<file path="config.mk">
export PLATFORM = sky130hd
export DESIGN_NAME = afz_trip_logic
export DESIGN_NICKNAME = d
export VERILOG_FILES = /design/src/rtl/afz_pkg.sv /design/src/rtl/afz_sync.sv /design/src/rtl/afz_curr_qual.sv /design/src/rtl/afz_trip_logic.sv
export VERILOG_INCLUDE_DIRS = /design/src /design/src/rtl
export SDC_FILE = /design/constraint.sdc
export NUM_CORES = 1
export LEC_CHECK = 0
export BUFFER_PORTS_ARGS = -buffer_cell sky130_fd_sc_hd__buf_2
export CAP_MARGIN = 10
export CORE_ASPECT_RATIO = 1.1
export CORE_MARGIN = 4
export CORE_UTILIZATION = 44
export CTS_BUF_LIST = sky130_fd_sc_hd__clkbuf_4 sky130_fd_sc_hd__clkbuf_8
export DETAILED_ROUTE_END_ITERATION = 7
export MAX_ROUTING_LAYER = met4
export PLACE_DENSITY_LB_ADDON = 0.3
export SKIP_LAST_GASP = 1
export SYNTH_ARGS = -nofsm -noshare
export SYNTH_HDL_FRONTEND = slang
export SYNTH_SLANG_ARGS = --single-unit
</file>
<file path="constraint.sdc">
create_clock -name clock -period 2.3 [get_ports clock]
set_input_delay 0.23 -clock clock [delete_from_list [all_inputs] [get_ports clock]]
set_output_delay 0.23 -clock clock [all_outputs]
set_load 0.005 [all_outputs]
</file>
<file path="src/rtl/afz_consts.svh">
`ifndef AFZ_CONSTS_SVH
`define AFZ_CONSTS_SVH

// Register indices on the plain register port.
`define AFZ_REG_CTRL 4'h0
`define AFZ_REG_ZONE_LIGHT 4'h1
`define AFZ_REG_ZONE_CURR 4'h2
`define AFZ_REG_SENSOR_CFG 4'h3
`define AFZ_REG_PH_LIMIT 4'h4
`define AFZ_REG_RES_LIMIT 4'h5
`define AFZ_REG_SAMPLE_REQ 4'h6
`define AFZ_REG_STATUS 4'h7

// Field positions of the control register.
`define AFZ_CTRL_ZONE_EN_LSB 0
`define AFZ_CTRL_TEST_PULSE 4
`define AFZ_CTRL_RES_SEL_LSB 5

// Field positions of the current enable and sensor setting registers.
`define AFZ_CURR_RES_EN_LSB 4
`define AFZ_CFG_UNIT_LSB 8

// Field positions of the status register.
`define AFZ_ST_LIGHT_LSB 0
`define AFZ_ST_SFAULT_LSB 4
`define AFZ_ST_TRIP_LSB 8
`define AFZ_ST_BLK_LSB 12
`define AFZ_ST_PH_START 16
`define AFZ_ST_RES_START 17
`define AFZ_ST_PH_BLK 18
`define AFZ_ST_RES_BLK 19
`define AFZ_ST_ARC_BI 20
`define AFZ_ST_UNIT_FAULT 21

// Reset values.
`define AFZ_RST_ZONE_EN 4'h0
`define AFZ_RST_ZONE_LIGHT 16'h0000
`define AFZ_RST_ZONE_CURR 4'h0
`define AFZ_RST_SENSOR_CFG 8'h00
`define AFZ_RST_UNIT_CFG 4'h0
`define AFZ_RST_LIMIT 16'h0078
`define AFZ_RST_SAMPLE_REQ 4'h1

// Timing.
`define AFZ_CLK_PERIOD_NS 50
`define AFZ_TIME_BASE_MS 5
`define AFZ_TIME_BASE_CYC (`AFZ_TIME_BASE_MS * 1000000 / `AFZ_CLK_PERIOD_NS)
`define AFZ_BI_FILTER_US 1000
`define AFZ_BI_FILTER_CYC (`AFZ_BI_FILTER_US * 1000 / `AFZ_CLK_PERIOD_NS)

`endif

</file>
<file path="src/rtl/afz_pkg.sv">
package afz_pkg;

  typedef enum logic [1:0] {
    AFZ_RES_NONE = 2'h0,
    AFZ_RES_ONE = 2'h1,
    AFZ_RES_TWO = 2'h2
  } afz_ressel_t;

  typedef enum logic [1:0] {
    AFZ_BI_IDLE = 2'h0,
    AFZ_BI_QUAL = 2'h1,
    AFZ_BI_ON = 2'h3
  } afz_bi_state_t;

endpackage

</file>
<file path="src/rtl/afz_sync.sv">
`timescale 1ns/1ps
`default_nettype none

module afz_sync #(
  parameter int WIDTH = 1
) (
  // Clock and reset.
  input wire logic clock,
  input wire logic nrst,
  // Levels from outside and their synchronised copies.
  input wire logic [WIDTH-1:0] async_in,
  output logic [WIDTH-1:0] sync_out
);
  logic [WIDTH-1:0] stage1;

  always_ff @(posedge clock) begin
    if (!nrst) begin
      stage1 <= '0;
      sync_out <= '0;
    end else begin
      stage1 <= async_in;
      sync_out <= stage1;
    end
  end
endmodule

`default_nettype wire

</file>
<file path="src/rtl/afz_curr_qual.sv">
`timescale 1ns/1ps
`default_nettype none

module afz_curr_qual #(
  parameter int SW = 16,
  parameter int CW = 4
) (
  // Clock, reset and the sample time base.
  input wire logic clock,
  input wire logic nrst,
  input wire logic tick,
  // Sample, limit and required count.
  input wire logic [SW-1:0] sample,
  input wire logic [SW-1:0] limit,
  input wire logic [CW-1:0] need,
  // Current condition.
  output logic over
);
  logic [CW-1:0] hits;
  wire above = sample > limit;
  wire at_max = &hits;

  // Counts consecutive samples above the limit, restarting on any low one.
  always_ff @(posedge clock) begin
    if (!nrst) begin
      hits <= '0;
    end else if (tick) begin
      if (!above) begin
        hits <= '0;
      end else if (!at_max) begin
        hits <= hits + 1'b1;
      end
    end
  end

  assign over = (hits != '0) && (hits >= need);
endmodule

`default_nettype wire

</file>
<file path="src/rtl/afz_trip_logic.sv">
// How it works
// - Four sensor channels, up to three sensors.
// - Current-qualified zone needs light and current.
// - Light output per channel while light seen.
// - Binary input output follows energised input.
// - Phase and residual start above limits.
// - Blocking input gives current blocked outputs.
// - Zone trips when its conditions are met.
// - Blocked zone reports blocked, not trip.
// - Sensor fault on channel count mismatch.
// - Unit fault on unit count mismatch.
// - Test pulse option filters binary input.
// - Enabled current must exceed its limit.
// - Current needs required number of samples.
// - Five current streams on 5 ms base.
// - Per-zone light channel enables.
// - Phase and residual enabled per zone.
// - Fast outputs skip the output stage.
// - Zone enables reset off; disabled never trips.
// - Residual source none, first or second.
// - Sensor counts zero to three, default zero.
`include "afz_consts.svh"
`timescale 1ns/1ps
`default_nettype none

module afz_trip_logic #(
  parameter int SW = 16,
  parameter int CW = 4,
  parameter int TICK_CYCLES = `AFZ_TIME_BASE_CYC,
  parameter int BI_FILTER_CYCLES = `AFZ_BI_FILTER_CYC
) (
  // Clock and reset.
  input wire logic clock,
  input wire logic nrst,
  // Register port.
  input wire logic [3:0] reg_addr,
  input wire logic [31:0] reg_wdata,
  input wire logic reg_wr,
  input wire logic reg_rd,
  output logic [31:0] reg_rdata,
  // Arc card pins.
  input wire logic [3:0] light_pin,
  input wire logic arc_bi_pin,
  input wire logic [7:0] sensor_seen_pin,
  input wire logic [3:0] unit_seen_pin,
  // Current samples.
  input wire logic [SW-1:0] phase_current_a,
  input wire logic [SW-1:0] phase_current_b,
  input wire logic [SW-1:0] phase_current_c,
  input wire logic [SW-1:0] residual_input_one,
  input wire logic [SW-1:0] residual_input_two,
  // Blocking inputs.
  input wire logic block_phase,
  input wire logic block_residual,
  input wire logic [3:0] block_zone,
  // Status outputs.
  output logic [3:0] light_detected,
  output logic arc_binary_input_1,
  output logic phase_start,
  output logic residual_start,
  output logic phase_blocked,
  output logic residual_blocked,
  output logic [3:0] zone_trip,
  output logic [3:0] zone_blocked,
  output logic [3:0] sensor_fault,
  output logic unit_fault,
  // Fast outputs.
  output logic fast_output_1,
  output logic fast_output_2
);
  import afz_pkg::*;

  localparam int TW = $clog2(TICK_CYCLES);
  localparam int FW = $clog2(BI_FILTER_CYCLES + 1);

  // Settings.
  logic [3:0] zone_en;
  logic test_pulse_en;
  afz_ressel_t res_sel;
  logic [15:0] zone_light;
  logic [3:0] zone_ph_en;
  logic [3:0] zone_res_en;
  logic [7:0] sensor_cfg;
  logic [3:0] unit_cfg;
  logic [SW-1:0] ph_limit;
  logic [SW-1:0] res_limit;
  logic [CW-1:0] sample_req;

  // Synchronised pins.
  logic [3:0] light_sync;
  logic bi_sync;
  logic [7:0] sensor_seen;
  logic [3:0] unit_seen;

  afz_sync #(.WIDTH(17)) u_pins (
    .clock(clock),
    .nrst(nrst),
    .async_in({unit_seen_pin, sensor_seen_pin, arc_bi_pin, light_pin}),
    .sync_out({unit_seen, sensor_seen, bi_sync, light_sync})
  );

  // Register decode.
  wire wr_ctrl = reg_wr && (reg_addr == `AFZ_REG_CTRL);
  wire wr_light = reg_wr && (reg_addr == `AFZ_REG_ZONE_LIGHT);
  wire wr_curr = reg_wr && (reg_addr == `AFZ_REG_ZONE_CURR);
  wire wr_cfg = reg_wr && (reg_addr == `AFZ_REG_SENSOR_CFG);
  wire wr_ph = reg_wr && (reg_addr == `AFZ_REG_PH_LIMIT);
  wire wr_res = reg_wr && (reg_addr == `AFZ_REG_RES_LIMIT);
  wire wr_req = reg_wr && (reg_addr == `AFZ_REG_SAMPLE_REQ);
  wire [1:0] wr_sel = reg_wdata[`AFZ_CTRL_RES_SEL_LSB +: 2];
  wire afz_ressel_t next_res_sel = (wr_sel == AFZ_RES_TWO) ? AFZ_RES_TWO :
                                   (wr_sel == AFZ_RES_ONE) ? AFZ_RES_ONE : AFZ_RES_NONE;

  always_ff @(posedge clock) begin
    if (!nrst) begin
      zone_en <= `AFZ_RST_ZONE_EN;
      test_pulse_en <= 1'b0;
      res_sel <= AFZ_RES_NONE;
      zone_light <= `AFZ_RST_ZONE_LIGHT;
      zone_ph_en <= `AFZ_RST_ZONE_CURR;
      zone_res_en <= `AFZ_RST_ZONE_CURR;
      sensor_cfg <= `AFZ_RST_SENSOR_CFG;
      unit_cfg <= `AFZ_RST_UNIT_CFG;
      ph_limit <= SW'(`AFZ_RST_LIMIT);
      res_limit <= SW'(`AFZ_RST_LIMIT);
      sample_req <= CW'(`AFZ_RST_SAMPLE_REQ);
    end else begin
      if (wr_ctrl) begin
        zone_en <= reg_wdata[`AFZ_CTRL_ZONE_EN_LSB +: 4];
        test_pulse_en <= reg_wdata[`AFZ_CTRL_TEST_PULSE];
        res_sel <= next_res_sel;
      end
      if (wr_light) begin
        zone_light <= reg_wdata[15:0];
      end
      if (wr_curr) begin
        zone_ph_en <= reg_wdata[3:0];
        zone_res_en <= reg_wdata[`AFZ_CURR_RES_EN_LSB +: 4];
      end
      if (wr_cfg) begin
        sensor_cfg <= reg_wdata[7:0];
        unit_cfg <= reg_wdata[`AFZ_CFG_UNIT_LSB +: 4];
      end
      if (wr_ph) begin
        ph_limit <= reg_wdata[SW-1:0];
      end
      if (wr_res) begin
        res_limit <= reg_wdata[SW-1:0];
      end
      if (wr_req) begin
        sample_req <= reg_wdata[CW-1:0];
      end
    end
  end

  // Sample time base.
  logic [TW-1:0] tick_cnt;
  logic tick;
  wire tick_wrap = (tick_cnt == TW'(TICK_CYCLES - 1));

  always_ff @(posedge clock) begin
    if (!nrst) begin
      tick_cnt <= '0;
      tick <= 1'b0;
    end else begin
      tick_cnt <= tick_wrap ? '0 : tick_cnt + 1'b1;
      tick <= tick_wrap;
    end
  end

  // Current conditions for the three phase and two residual streams.
  wire [SW-1:0] stream [5];
  logic [4:0] stream_over;
  assign stream[0] = phase_current_a;
  assign stream[1] = phase_current_b;
  assign stream[2] = phase_current_c;
  assign stream[3] = residual_input_one;
  assign stream[4] = residual_input_two;

  for (genvar s = 0; s < 5; s++) begin : g_stream
    afz_curr_qual #(.SW(SW), .CW(CW)) u_qual (
      .clock(clock),
      .nrst(nrst),
      .tick(tick),
      .sample(stream[s]),
      .limit((s < 3) ? ph_limit : res_limit),
      .need(sample_req),
      .over(stream_over[s])
    );
  end

  wire ph_over = |stream_over[2:0];
  wire res_over = (res_sel == AFZ_RES_ONE) ? stream_over[3] :
                  (res_sel == AFZ_RES_TWO) ? stream_over[4] : 1'b0;
  wire ph_start_c = ph_over && !block_phase;
  wire res_start_c = res_over && !block_residual;
  wire ph_blk_c = ph_over && block_phase;
  wire res_blk_c = res_over && block_residual;

  // Zone decisions.
  logic [3:0] zone_met;
  for (genvar z = 0; z < 4; z++) begin : g_zone
    wire light_ok = |(light_sync & zone_light[4*z +: 4]);
    wire ph_ok = !zone_ph_en[z] || ph_start_c;
    wire res_ok = !zone_res_en[z] || res_start_c;
    assign zone_met[z] = zone_en[z] && light_ok && ph_ok && res_ok;
  end
  wire [3:0] trip_c = zone_met & ~block_zone;
  wire [3:0] blk_c = zone_met & block_zone;

  // Sensor and unit supervision, one channel per two-bit count.
  logic [3:0] sfault_c;
  for (genvar c = 0; c < 4; c++) begin : g_chan
    assign sfault_c[c] = sensor_seen[2*c +: 2] != sensor_cfg[2*c +: 2];
  end
  wire ufault_c = unit_seen != unit_cfg;

  // Binary input qualifier that rejects wiring test pulses.
  afz_bi_state_t bi_state;
  afz_bi_state_t next_bi_state;
  logic [FW-1:0] bi_cnt;
  wire bi_done = bi_cnt == FW'(BI_FILTER_CYCLES - 1);

  always_comb begin
    next_bi_state = bi_state;
    unique case (bi_state)
      AFZ_BI_IDLE: begin
        if (bi_sync) begin
          next_bi_state = test_pulse_en ? AFZ_BI_QUAL : AFZ_BI_ON;
        end
      end
      AFZ_BI_QUAL: begin
        if (!bi_sync) begin
          next_bi_state = AFZ_BI_IDLE;
        end else if (bi_done) begin
          next_bi_state = AFZ_BI_ON;
        end
      end
      AFZ_BI_ON: begin
        if (!bi_sync) begin
          next_bi_state = AFZ_BI_IDLE;
        end
      end
      default: begin
        next_bi_state = AFZ_BI_IDLE;
      end
    endcase
  end

  always_ff @(posedge clock) begin
    if (!nrst) begin
      bi_state <= AFZ_BI_IDLE;
      bi_cnt <= '0;
    end else begin
      bi_state <= next_bi_state;
      bi_cnt <= (next_bi_state == AFZ_BI_QUAL) ? bi_cnt + 1'b1 : '0;
    end
  end

  // Fast path registered once, ordinary zone outputs one stage later.
  logic [3:0] trip_q;
  logic [3:0] blk_q;

  always_ff @(posedge clock) begin
    if (!nrst) begin
      fast_output_1 <= 1'b0;
      fast_output_2 <= 1'b0;
      trip_q <= '0;
      blk_q <= '0;
      zone_trip <= '0;
      zone_blocked <= '0;
    end else begin
      fast_output_1 <= |trip_c;
      fast_output_2 <= ph_start_c || res_start_c;
      trip_q <= trip_c;
      blk_q <= blk_c;
      zone_trip <= trip_q;
      zone_blocked <= blk_q;
    end
  end

  always_ff @(posedge clock) begin
    if (!nrst) begin
      light_detected <= '0;
      arc_binary_input_1 <= 1'b0;
      phase_start <= 1'b0;
      residual_start <= 1'b0;
      phase_blocked <= 1'b0;
      residual_blocked <= 1'b0;
      sensor_fault <= '0;
      unit_fault <= 1'b0;
    end else begin
      light_detected <= light_sync;
      arc_binary_input_1 <= bi_sync && (next_bi_state == AFZ_BI_ON);
      phase_start <= ph_start_c;
      residual_start <= res_start_c;
      phase_blocked <= ph_blk_c;
      residual_blocked <= res_blk_c;
      sensor_fault <= sfault_c;
      unit_fault <= ufault_c;
    end
  end

  // Read port; unmapped indices read zero.
  logic [31:0] status_word;
  always_comb begin
    status_word = '0;
    status_word[`AFZ_ST_LIGHT_LSB +: 4] = light_detected;
    status_word[`AFZ_ST_SFAULT_LSB +: 4] = sensor_fault;
    status_word[`AFZ_ST_TRIP_LSB +: 4] = zone_trip;
    status_word[`AFZ_ST_BLK_LSB +: 4] = zone_blocked;
    status_word[`AFZ_ST_PH_START] = phase_start;
    status_word[`AFZ_ST_RES_START] = residual_start;
    status_word[`AFZ_ST_PH_BLK] = phase_blocked;
    status_word[`AFZ_ST_RES_BLK] = residual_blocked;
    status_word[`AFZ_ST_ARC_BI] = arc_binary_input_1;
    status_word[`AFZ_ST_UNIT_FAULT] = unit_fault;
  end

  wire [31:0] ctrl_word = {25'h0, res_sel, test_pulse_en, zone_en};
  wire [31:0] read_mux =
    (reg_addr == `AFZ_REG_CTRL) ? ctrl_word :
    (reg_addr == `AFZ_REG_ZONE_LIGHT) ? {16'h0000, zone_light} :
    (reg_addr == `AFZ_REG_ZONE_CURR) ? {24'h000000, zone_res_en, zone_ph_en} :
    (reg_addr == `AFZ_REG_SENSOR_CFG) ? {20'h00000, unit_cfg, sensor_cfg} :
    (reg_addr == `AFZ_REG_PH_LIMIT) ? 32'(ph_limit) :
    (reg_addr == `AFZ_REG_RES_LIMIT) ? 32'(res_limit) :
    (reg_addr == `AFZ_REG_SAMPLE_REQ) ? 32'(sample_req) :
    (reg_addr == `AFZ_REG_STATUS) ? status_word : 32'h00000000;

  always_ff @(posedge clock) begin
    if (!nrst) begin
      reg_rdata <= '0;
    end else begin
      reg_rdata <= reg_rd ? read_mux : 32'h00000000;
    end
  end
endmodule

`default_nettype wire

</file>
Yosys cells after proc, flatten, opt, wreduce, memory -nomap -nowiden
Cells that the tools add are included.
{"block": "totals", "reg_bits": 232, "in_bits": 143}
{"block": "classes", "add_sub_neg": 7, "n_lt_le_gt_ge": 10, "n_eq_ne": 27, "muxes": 28, "bitwise_logic": 10, "n_reduce_logical": 77}
{"operator": "$mux W16", "count": 7}
{"operator": "$gt A16 B16 Y1", "count": 5}
{"operator": "$mux W4", "count": 10}
{"operator": "$logic_and A1 B1 Y1", "count": 29}
{"operator": "$and A4 B4 Y4", "count": 6}
{"operator": "$add A4 B1 Y4 const B", "count": 5}
{"operator": "$ge A4 B4 Y1", "count": 5}
{"operator": "$reduce_and A4 Y1", "count": 5}
{"operator": "$reduce_bool A4 Y1", "count": 5}
{"operator": "$reduce_or A4 Y1", "count": 5}
{"operator": "$add A17 B1 Y17 const B", "count": 1}
{"operator": "$eq A17 B17 Y1 const B", "count": 1}
{"operator": "$eq A4 B3 Y1 const B", "count": 4}
{"operator": "$add A15 B1 Y15 const B", "count": 1}
{"operator": "$eq A15 B15 Y1 const B", "count": 1}
{"operator": "$reduce_and A2 Y1", "count": 7}
{"operator": "$mux W2", "count": 6}
{"operator": "$logic_not A1 Y1", "count": 10}
{"operator": "$ne A2 B2 Y1 const B", "count": 5}
{"operator": "$reduce_or A10 Y1", "count": 1}
{"operator": "$logic_or A1 B1 Y1", "count": 9}
{"operator": "$reduce_or A9 Y1", "count": 1}
{"operator": "$eq A2 B1 Y1 const B", "count": 4}
{"operator": "$eq A2 B2 Y1 const B", "count": 4}
{"operator": "13 further kinds", "count": 22}

Logic depth before layout (Yosys ltp)
Gate-level depths: netlist (run 1).
{"block": "logic_depth", "depth_word": 9, "mapped_depth": 9, "depth_no_buf": 9}

By module
From an unflattened synthesis (run 1), not the netlist that was laid out.
{"block": "hier_totals", "cells_unflattened": 1385, "area_unflattened_um2": 11723.7}
{"mod": "afz_trip_logic", "n_inst": 1, "cells_per_inst": 804, "area_per_inst_um2": 7038.0}
{"mod": "afz_curr_qual", "n_inst": 5, "cells_per_inst": 102, "area_per_inst_um2": 747.0}
{"mod": "afz_sync", "n_inst": 1, "cells_per_inst": 71, "area_per_inst_um2": 950.9}

Worst setup path after synthesis (run 1)
No wires, ideal clock.
{"block": "synth_timing", "path_type": "flip-flop to flip-flop", "start": "reg res_limit[11]", "end": "reg g_stream[4].u_qual.hits[2]", "arrival_ps": 1999, "t_required_ps": 2221, "path_slack_ps": 222, "path_stages_with_launch": 10, "n_path_buf": 0, "period_less_slack_ps": 2078, "path_cell_list": "dfxtp_1 inv_1 ha_1 nand4_1 or4_4 a21o_1 o211a_2 nor2_2 o21ai_2 a211oi_2"}
{"block": "synth_via", "elab_chain_len": 3}
{"item": "from (decl)", "line_no": "afz_trip_logic.sv:86", "rtl": "logic [SW-1:0] res_limit;"}
{"item": "from (signal assigned)", "line_no": "afz_trip_logic.sv:125", "rtl": "res_limit <= SW'(`AFZ_RST_LIMIT);"}
{"item": "from (signal assigned)", "line_no": "afz_trip_logic.sv:148", "rtl": "res_limit <= reg_wdata[SW-1:0];"}
{"item": "$gt A16 B16 Y1 *", "line_no": "afz_curr_qual.sv:20", "rtl": "wire above = sample > limit;"}
{"item": "$ne A2 B2 Y1 (no line)"}
{"item": "$reduce_and A2 Y1 (no line)"}
{"item": "to (signal assigned)", "line_no": "afz_curr_qual.sv:31", "rtl": "hits <= hits + 1'b1;"}
{"item": "to (decl)", "line_no": "afz_curr_qual.sv:19", "rtl": "logic [CW-1:0] hits;"}
Mark *: on every way between the ends. The rest lies on a longest branch, timed or not.
A chain may end at the register's enable or synchronous reset.

Worst setup path after layout (run 1)
{"block": "layout_timing", "start": "reg res_limit[10]", "end": "reg g_stream[4].u_qual.hits[3]"}
The elaborated chain is that of the path after synthesis.

==> metrics.md, run 1 <==
| Metric | Value |
|---|---|
| Final Cell Area | `0.01360 mm2` |
| Worst Hold End | `zone_light[7]$_SDFFE_PN0P_` |
| First-pass GRT wire length | `50,600 um` |
| Port Buf Inserts | `172` |
| Setup_tns | `0 ps` |
| Yosys reg bits | `222` |
| Post-synth EDFFs | `0` |
| CTS Buf Count | `36` |
| R2r startpoint | `res_limit[10]$_SDFFE_PN0P_` |
| Cells after DPL | `1,761` |
| RSZ-0062 raised after global routing | `yes` |
| Synth top area cells | `dfxtp_1, ha_1, a21oi_1` |
| Largest net degree at the start of global routing | `46` |
| Static Leak | `5.755 nW` |
| Die width | `159.7 um` |
| Min cycle time layout | `2227 ps` |
| Async SR Flop Fraction | `0%` |
| Hold path depth | `3` |
| Cell depth of the worst flop-to-flop path | `9` |
| CTS Buffer Depth | `3` |
| Initial core utilization | `45.12%` |
| Status | `finished clean` |
| Synth top area share | `39.88%` |
| DRT antenna net count | `0` |
| Sequential fraction of the synthesis area | `39.88%` |
| Final setup vio count | `0` |
| Post-Layout Cell Count | `1,858` |
| Slew HR | `60.55%` |
| Final worst setup slack | `72.99 ps` |
| Die span in y | `174.9 um` |
| Peak supply drop | `0.0005514 V` |
| Synth Instances | `1,300` |
| DRT iter0 DRCs | `794` |
| DRC violations left | `0` |
| CP max FO | `4` |
| Hold Crit Class | `in -> reg` |
| Final net count | `1,778` |
| Via Count | `10.02k` |
| Critical Path RT | `2740 ps` |
| Gr ovfl total | `0` |
| TritonCTS Sinks | `222` |
| Vias in the first global route | `9,728` |
| Area leader, netlist | `dfxtp_1` |
| CTS root buf | `clkbuf_8` |
| Slowest CP cell | `or4_4` |
| Arrival time worst endpoint | `2660 ps` |
| Fin crit share | `96.83%` |
| Dpl ws | `-3.061 ps` |
| Syn_area_per_cell | `8.573 um2` |
| Via/cell ratio | `5.391` |
| Max-Cap Viols | `0` |
| Core Region | `0.02470 mm2` |
| CTS tree | `yes` |
| GPL Wtd Cong | `0.9065` |
| Post-Route Utilization | `55.08%` |
| Layout cells sized above 1 | `20.96%` |
| Critical Path End Type | `register` |
| Worst skew pair latency | `520 ps` |
| Top FF cell, synth | `dfxtp_1` |
| First-pass DRT Iterations | `6` |
| Top cell family by delay on the critical path | `simple AND/OR/NAND/NOR gates` |
| Post-DP HPWL | `24,520 um` |
| RR Endpoint | `g_stream[4].u_qual.hits[3]$_SDFFE_PN0P_` |
| CP bufs+invs | `1` |
| Clk_skew | `18.29 ps` |
| Final Max Slew Viols | `0` |
| Setup crit start | `res_limit[10]$_SDFFE_PN0P_` |
| Count leader, synth | `dfxtp_1` |
| Critical Setup Path Class | `reg -> reg` |
| Worst-path clk slew | `70 ps` |
| Die area | `0.02794 mm2` |
| Slowest stage delay, CP | `550 ps` |
| Post-Syn Area | `0.01114 mm2` |
| P&R area growth vs syn | `22.07%` |
| WL final | `32,350 um` |
| Power Density | `597.8 mW/mm2` |
| Placed inst area | `0.01243 mm2` |
| # rows | `60` |
| Hold Crit Start | `reg_wdata[7]` |
| FF-to-FF setup slack | `70 ps` |
| Most frequent cells after synthesis | `dfxtp_1, nand2_1, a21oi_1, ha_1, nor2_1` |
| Initial antenna violation count | `2` |
| Startpoint types | `register` |
| # IOs | `199` |
| Drt wl/cell | `17.41 um` |
| Synthesis Warnings | `0` |
| Peak Freq | `449.0 MHz` |
| Worst Tran Pin Value | `590.1 ps` |
| CTS HTree Levels | `2` |
| Final hold vios | `0` |
| Total track usage | `22.92%` |
| Critical-path cell list | `inv_1, ha_1, nand4_1, or4_4, a21o_1, o211a_4, nor2_4, o21ai_2, a211oi_2` |
| Cell variety after synth | `62` |
## worst max-delay path by stage
stage	cells after the start	endpoint	slack (ps)
after floorplan	9	g_stream[4].u_qual.hits[2]$_SDFFE_PN0P_	220
after global placement	8	fast_output_1$_SDFF_PN0_	60
after detailed placement	8	fast_output_1$_SDFF_PN0_	-3
after CTS	9	g_stream[4].u_qual.hits[3]$_SDFFE_PN0P_	-20
after global routing	9	blk_q[1]$_SDFF_PN0_	-50
final	9	g_stream[4].u_qual.hits[3]$_SDFFE_PN0P_	70
## cell usage in the layout (no fill, tap or decap), types with 11 or more instances in the layout
master           n
a21o_1          24
a21oi_1        128
and2_1          55
buf_2          172
buf_4           37
clkbuf_4        14
clkbuf_8        43
dfxtp_1        215
dlygate4sd3_1   31
ha_1           111
inv_1           62
mux2i_1         22
nand2_1        155
nand2b_1        18
nand3_1         35
nand4_1         32
nor2_1         102
nor3_1          28
o211ai_1        11
o21ai_0         24
xnor2_1         26
xor2_1          15
## cell families (layout without fill, tap and decap cells)
kind of cell,Yosys count,count (layout),synth area share (%)
xor+xnor,41,41,3.222
flops,222,222,39.88
buf+inv,134,371,4.917
mux,27,27,2.582
fa+ha+maj,112,112,12.57
other cells,1,12,0.03365
simple gates,478,478,20.60
compound gates,285,285,16.19
## registers in the layout (all words and copies together), names as in the netlist, 8 cells and up
name	count
reg_rdata	22
g_stream.u_qual.hits	20
tick_cnt	17
u_pins.stage1	17
u_pins.sync_out	17
ph_limit	16
res_limit	16
zone_light	16
bi_cnt	15
sensor_cfg	8
## where the power goes
group          internal (mW)  switching [mW]
clock network           1.92            1.50
logic                  0.337           0.422
registers               3.91          0.0450
total                   6.16            1.97
## repair_timing
action | CTS | global route
resized for setup | 1 | 32
hold buffers | 31 | 0
pin swaps | 2 | 12
endpoints found under the hold margin | 47 | 0
buffers inserted | 0 | 3
gates cloned | 0 | 0
setup endpoints to repair | 4 | 25
## per-stage QoR
stage               total power, mW  hold slack [ps]
floorplan                     4.432            309.3
detailed placement            4.733            417.9
CTS                           8.186            15.06
finish                        8.132            34.65
global route                  8.473            22.68
global placement              4.718            420.3
## worst min-delay path, stage by stage
cell     delay (ps)
buf_2           160
nand2_1          70
a21oi_1          50
## layer usage
metal	vias to the layer above	GRT usage (%)	share of wire (%)
li1	4979	-	-
met1	4587	29.54	43
met2	372	36.44	46
met3	79	4.010	6.7
met4	0	8.065	3.7
met5	-	-	0
## cell type report
class | instances | area (um2)
antenna | 2 | 5.005
clock buffer | 57 | 696.9
sequential | 222 | 4453
timing repair buffer | 242 | 1489
tap | 310 | 387.9
clock inverter | 4 | 23.77
fill | 2255 | 11090
multi-input combinational | 953 | 6294
inverter | 68 | 255.2
(Power assumes the default switching activity.)
==> run 2: changes to the inputs <==
Settings changed: CORE_ASPECT_RATIO 1.1 to 0.8, CORE_UTILIZATION 44 to 30, REMOVE_ABC_BUFFERS set to 1.
==> run 2 against run 1 <==
Fmax fell by 2.8%. Die area rose by 44%. Sequential cell count did not move. Clock power rose by 19%. Core utilization fell by 16 points. Register-to-register slack got worse by 70 ps. Clock-buffer cell count rose by 3. Cell area rose by 4.9%. Wire length rose by 12%. Critical path type unchanged. Largest cell class unchanged.
==> metrics.md, run 2 (same netlist as run 1, synthesis figures left out) <==
| Metric | Value |
|---|---|
| Status | `finished clean` |
| Biggest register | `reg_rdata` |
| Initial antenna violation count | `3 (+1)` |
| Cell depth of the worst flop-to-flop path | `9 (unchanged)` |
| Die span in y | `180.4 um (+3.1%)` |
| Post-Layout Cell Count | `2,072 (+12%)` |
| CP bufs+invs | `1 (unchanged)` |
| Die width | `223.5 um (+40%)` |
| GPL Wtd Cong | `0.9254 (+2.1%)` |
| Cells after DPL | `1,968 (+12%)` |
| Worst Tran Pin Value | `801.6 ps (+211.5 ps)` |
| Critical Path RT | `2720 ps (-20 ps)` |
| Peak supply drop | `0.0003451 V (-37%)` |
| Hold Crit Class | `in -> reg` |
| RR Endpoint | `fast_output_1$_SDFF_PN0_` |
| Slew HR | `46.36% (-14 points)` |
| Worst skew pair latency | `550 ps (+30 ps)` |
| # IOs | `199 (unchanged)` |
| Die area | `0.04032 mm2 (+44%)` |
| First-pass DRT Iterations | `5 (-1)` |
| Setup crit start | `g_stream[3].u_qual.hits[0]$_SDFFE_PN0P_` |
| Commonest non-fill, non-tap cell in the layout | `dfxtp_1` |
| Gate power share | `9.2% (about the same)` |
| Sw frac | `23.72% (-0.47 points)` |
| Slowest CP cell | `dfxtp_1` |
| P&R area growth vs syn | `28.01%` |
| Critical Setup Path Class | `reg -> reg` |
| Worst Setup EP | `fast_output_1$_SDFF_PN0_` |
| Static Leak | `6.015 nW (+4.5%)` |
| FF-to-FF setup slack | `8 ps (-70 ps)` |
| WHS | `55.32 ps (+20.67 ps)` |
| Peak Freq | `436.2 MHz (-2.8%)` |
| Largest net degree at the start of global routing | `39 (-15%)` |
| Gr ovfl total | `0 (unchanged)` |
| CP max FO | `5 (+1)` |
| Largest regs | `reg_rdata x22, g_stream.u_qual.hits x20` |
| Worst-path clk slew | `70 ps (about the same)` |
| RSZ-0062 raised after global routing | `yes` |
| Via/cell ratio | `4.893 (-9.2%)` |
| Dpl ws | `-11.29 ps (-8.233 ps)` |
| Core Region | `0.03630 mm2 (+47%)` |
| Total track usage | `17.62% (-5.3 points)` |
| Switching pwr | `2.096 mW (+6.5%)` |
| Final hold vios | `0 (unchanged)` |
| Final net count | `1,816 (+2.1%)` |
| Max-Cap Viols | `0 (unchanged)` |
| Arrival time worst endpoint | `2710 ps (+50 ps)` |
| R2r startpoint | `g_stream[3].u_qual.hits[0]$_SDFFE_PN0P_` |
| Vias in the first global route | `9,942 (+2.2%)` |
| TritonCTS Sinks | `222 (unchanged)` |
| WL final | `36,250 um (+12%)` |
| Critical Path End Type | `register` |
| DRT antenna net count | `0 (unchanged)` |
| CTS Buffer Depth | `3 (unchanged)` |
| CTS HTree Levels | `2 (unchanged)` |
| Final Max Slew Viols | `0 (unchanged)` |
| Critical-path cell list | `inv_1, ha_1, nand2b_1, a211oi_2, o21bai_4, a221oi_2, a311o_1, o22ai_1, o21a_1` |
| Most frequent cells in the layout | `dfxtp_1, buf_2, nand2_1` |
| Drt wl/cell | `17.49 um (+0.48%)` |
| Stages on worst setup path | `9 (unchanged)` |
| Via Count | `10.14k (+1.2%)` |
| Layout cells sized above 1 | `23.29% (+2.3 points)` |
| DRT iter0 DRCs | `710 (-11%)` |
| Clk_skew | `38.32 ps (+20.03 ps)` |
| Top cell family by delay on the critical path | `compound AO/OA/AOI/OAI gates` |
| CTS Buf Count | `38 (+5.6%)` |
| Sequential power share | `44.8% (-3.9 points)` |
| Fin crit share | `99.67% (+2.8 points)` |
| DRC violations left | `0 (unchanged)` |
| Int Pwr | `6.740 mW (+9.3%)` |
| CTS root buf | `clkbuf_8` |
| First-pass GRT wire length | `55,190 um (+9.1%)` |
| Power Density | `619.4 mW/mm2 (+3.6%)` |
| Clk pwr share | `46.1% (+4.1 points)` |
| Max FFs per register | `22 (unchanged)` |
| Post-DP HPWL | `28,100 um (+15%)` |
| Initial core utilization | `30.70% (-14 points)` |
| CTS tree | `yes` |
| Final worst setup slack | `7.704 ps (-65.28 ps)` |
| Final setup vio count | `0 (unchanged)` |
| Slowest stage delay, CP | `360 ps (-190 ps)` |
| Min cycle time layout | `2292 ps (+65.28 ps)` |
| Port Buf Inserts | `172 (unchanged)` |
| # rows | `62 (+3.3%)` |
| Startpoint types | `register` |
## run 2: stage by stage
step           total power [mW]  setup TNS, ps  util (%)  instance area (um2)
6_report                  8.836              0     39.30                14270
5_1_grt                   9.247         -113.5     39.30                14270
4_1_cts                   8.929         -28.05     38.91                14130
3_5_place_dp              4.789         -11.29     35.60                12920
3_3_place_gp              4.774              0     35.60                12920
2_1_floorplan             4.371              0         -                10890
## run 2: worst min-delay path by stage
stage | startpoint | end | slack (ps) | cells past startpoint
after floorplan | nrst | sample_req[0]$_SDFFE_PN1P_ | 290 | 1
after global routing | reg_wdata[4] | sensor_cfg[4]$_SDFFE_PN0P_ | 50 | 3
after detailed placement | u_pins.stage1[2]$_SDFF_PN0_ | u_pins.sync_out[2]$_SDFF_PN0_ | 420 | 1
final | reg_wdata[1] | ph_limit[1]$_SDFFE_PN0P_ | 60 | 3
after CTS | reg_wdata[1] | ph_limit[1]$_SDFFE_PN0P_ | 20 | 3
after global placement | blk_q[1]$_SDFF_PN0_ | zone_blocked[1]$_SDFF_PN0_ | 410 | 1
## run 2: final cells by class
class	instances	area (um2)
clock inverters	8	140.1
multi-input cells	953	6315
inverters	68	255.2
clock buffers	60	732.0
fillers	3758	22040
repair buffers	278	1762
flip-flops and latches	222	4454
diodes	3	7.507
well taps	480	600.6
## run 2: worst reg2reg max path: stages, from the launching register on
cell	delay, ps
dfxtp_1	360
inv_1	90
ha_1	260
nand2b_1	150
a211oi_2	280
o21bai_4	140
a221oi_2	310
a311o_1	270
o22ai_1	110
o21a_1	200
## run 2: timing repair
action,CTS,global route
pin swaps,3,12
hold buffers,32,0
setup buffers,0,1
hold endpoints to repair,55,0
endpoints found under the setup margin,1,22
gates resized for setup,3,35
## run 2: routing by layer
metal | up-vias | part of all wire, % | GRT usage [%]
li1 | 5061 | - | -
met1 | 4707 | 50 | 25.05
met2 | 312 | 41 | 25.12
met3 | 58 | 7.1 | 4.463
met4 | 0 | 2.0 | 4.092
met5 | - | 0 | -
## run 2: power groups by stage
stage	Sequential [mW]	Combinational (mW)	Clock, mW
floorplan	4.02	0.348	0
global placement	4.04	0.735	0
detailed placement	4.04	0.749	0
CTS	3.96	0.795	4.18
global route	3.96	0.897	4.39
finish	3.96	0.809	4.07
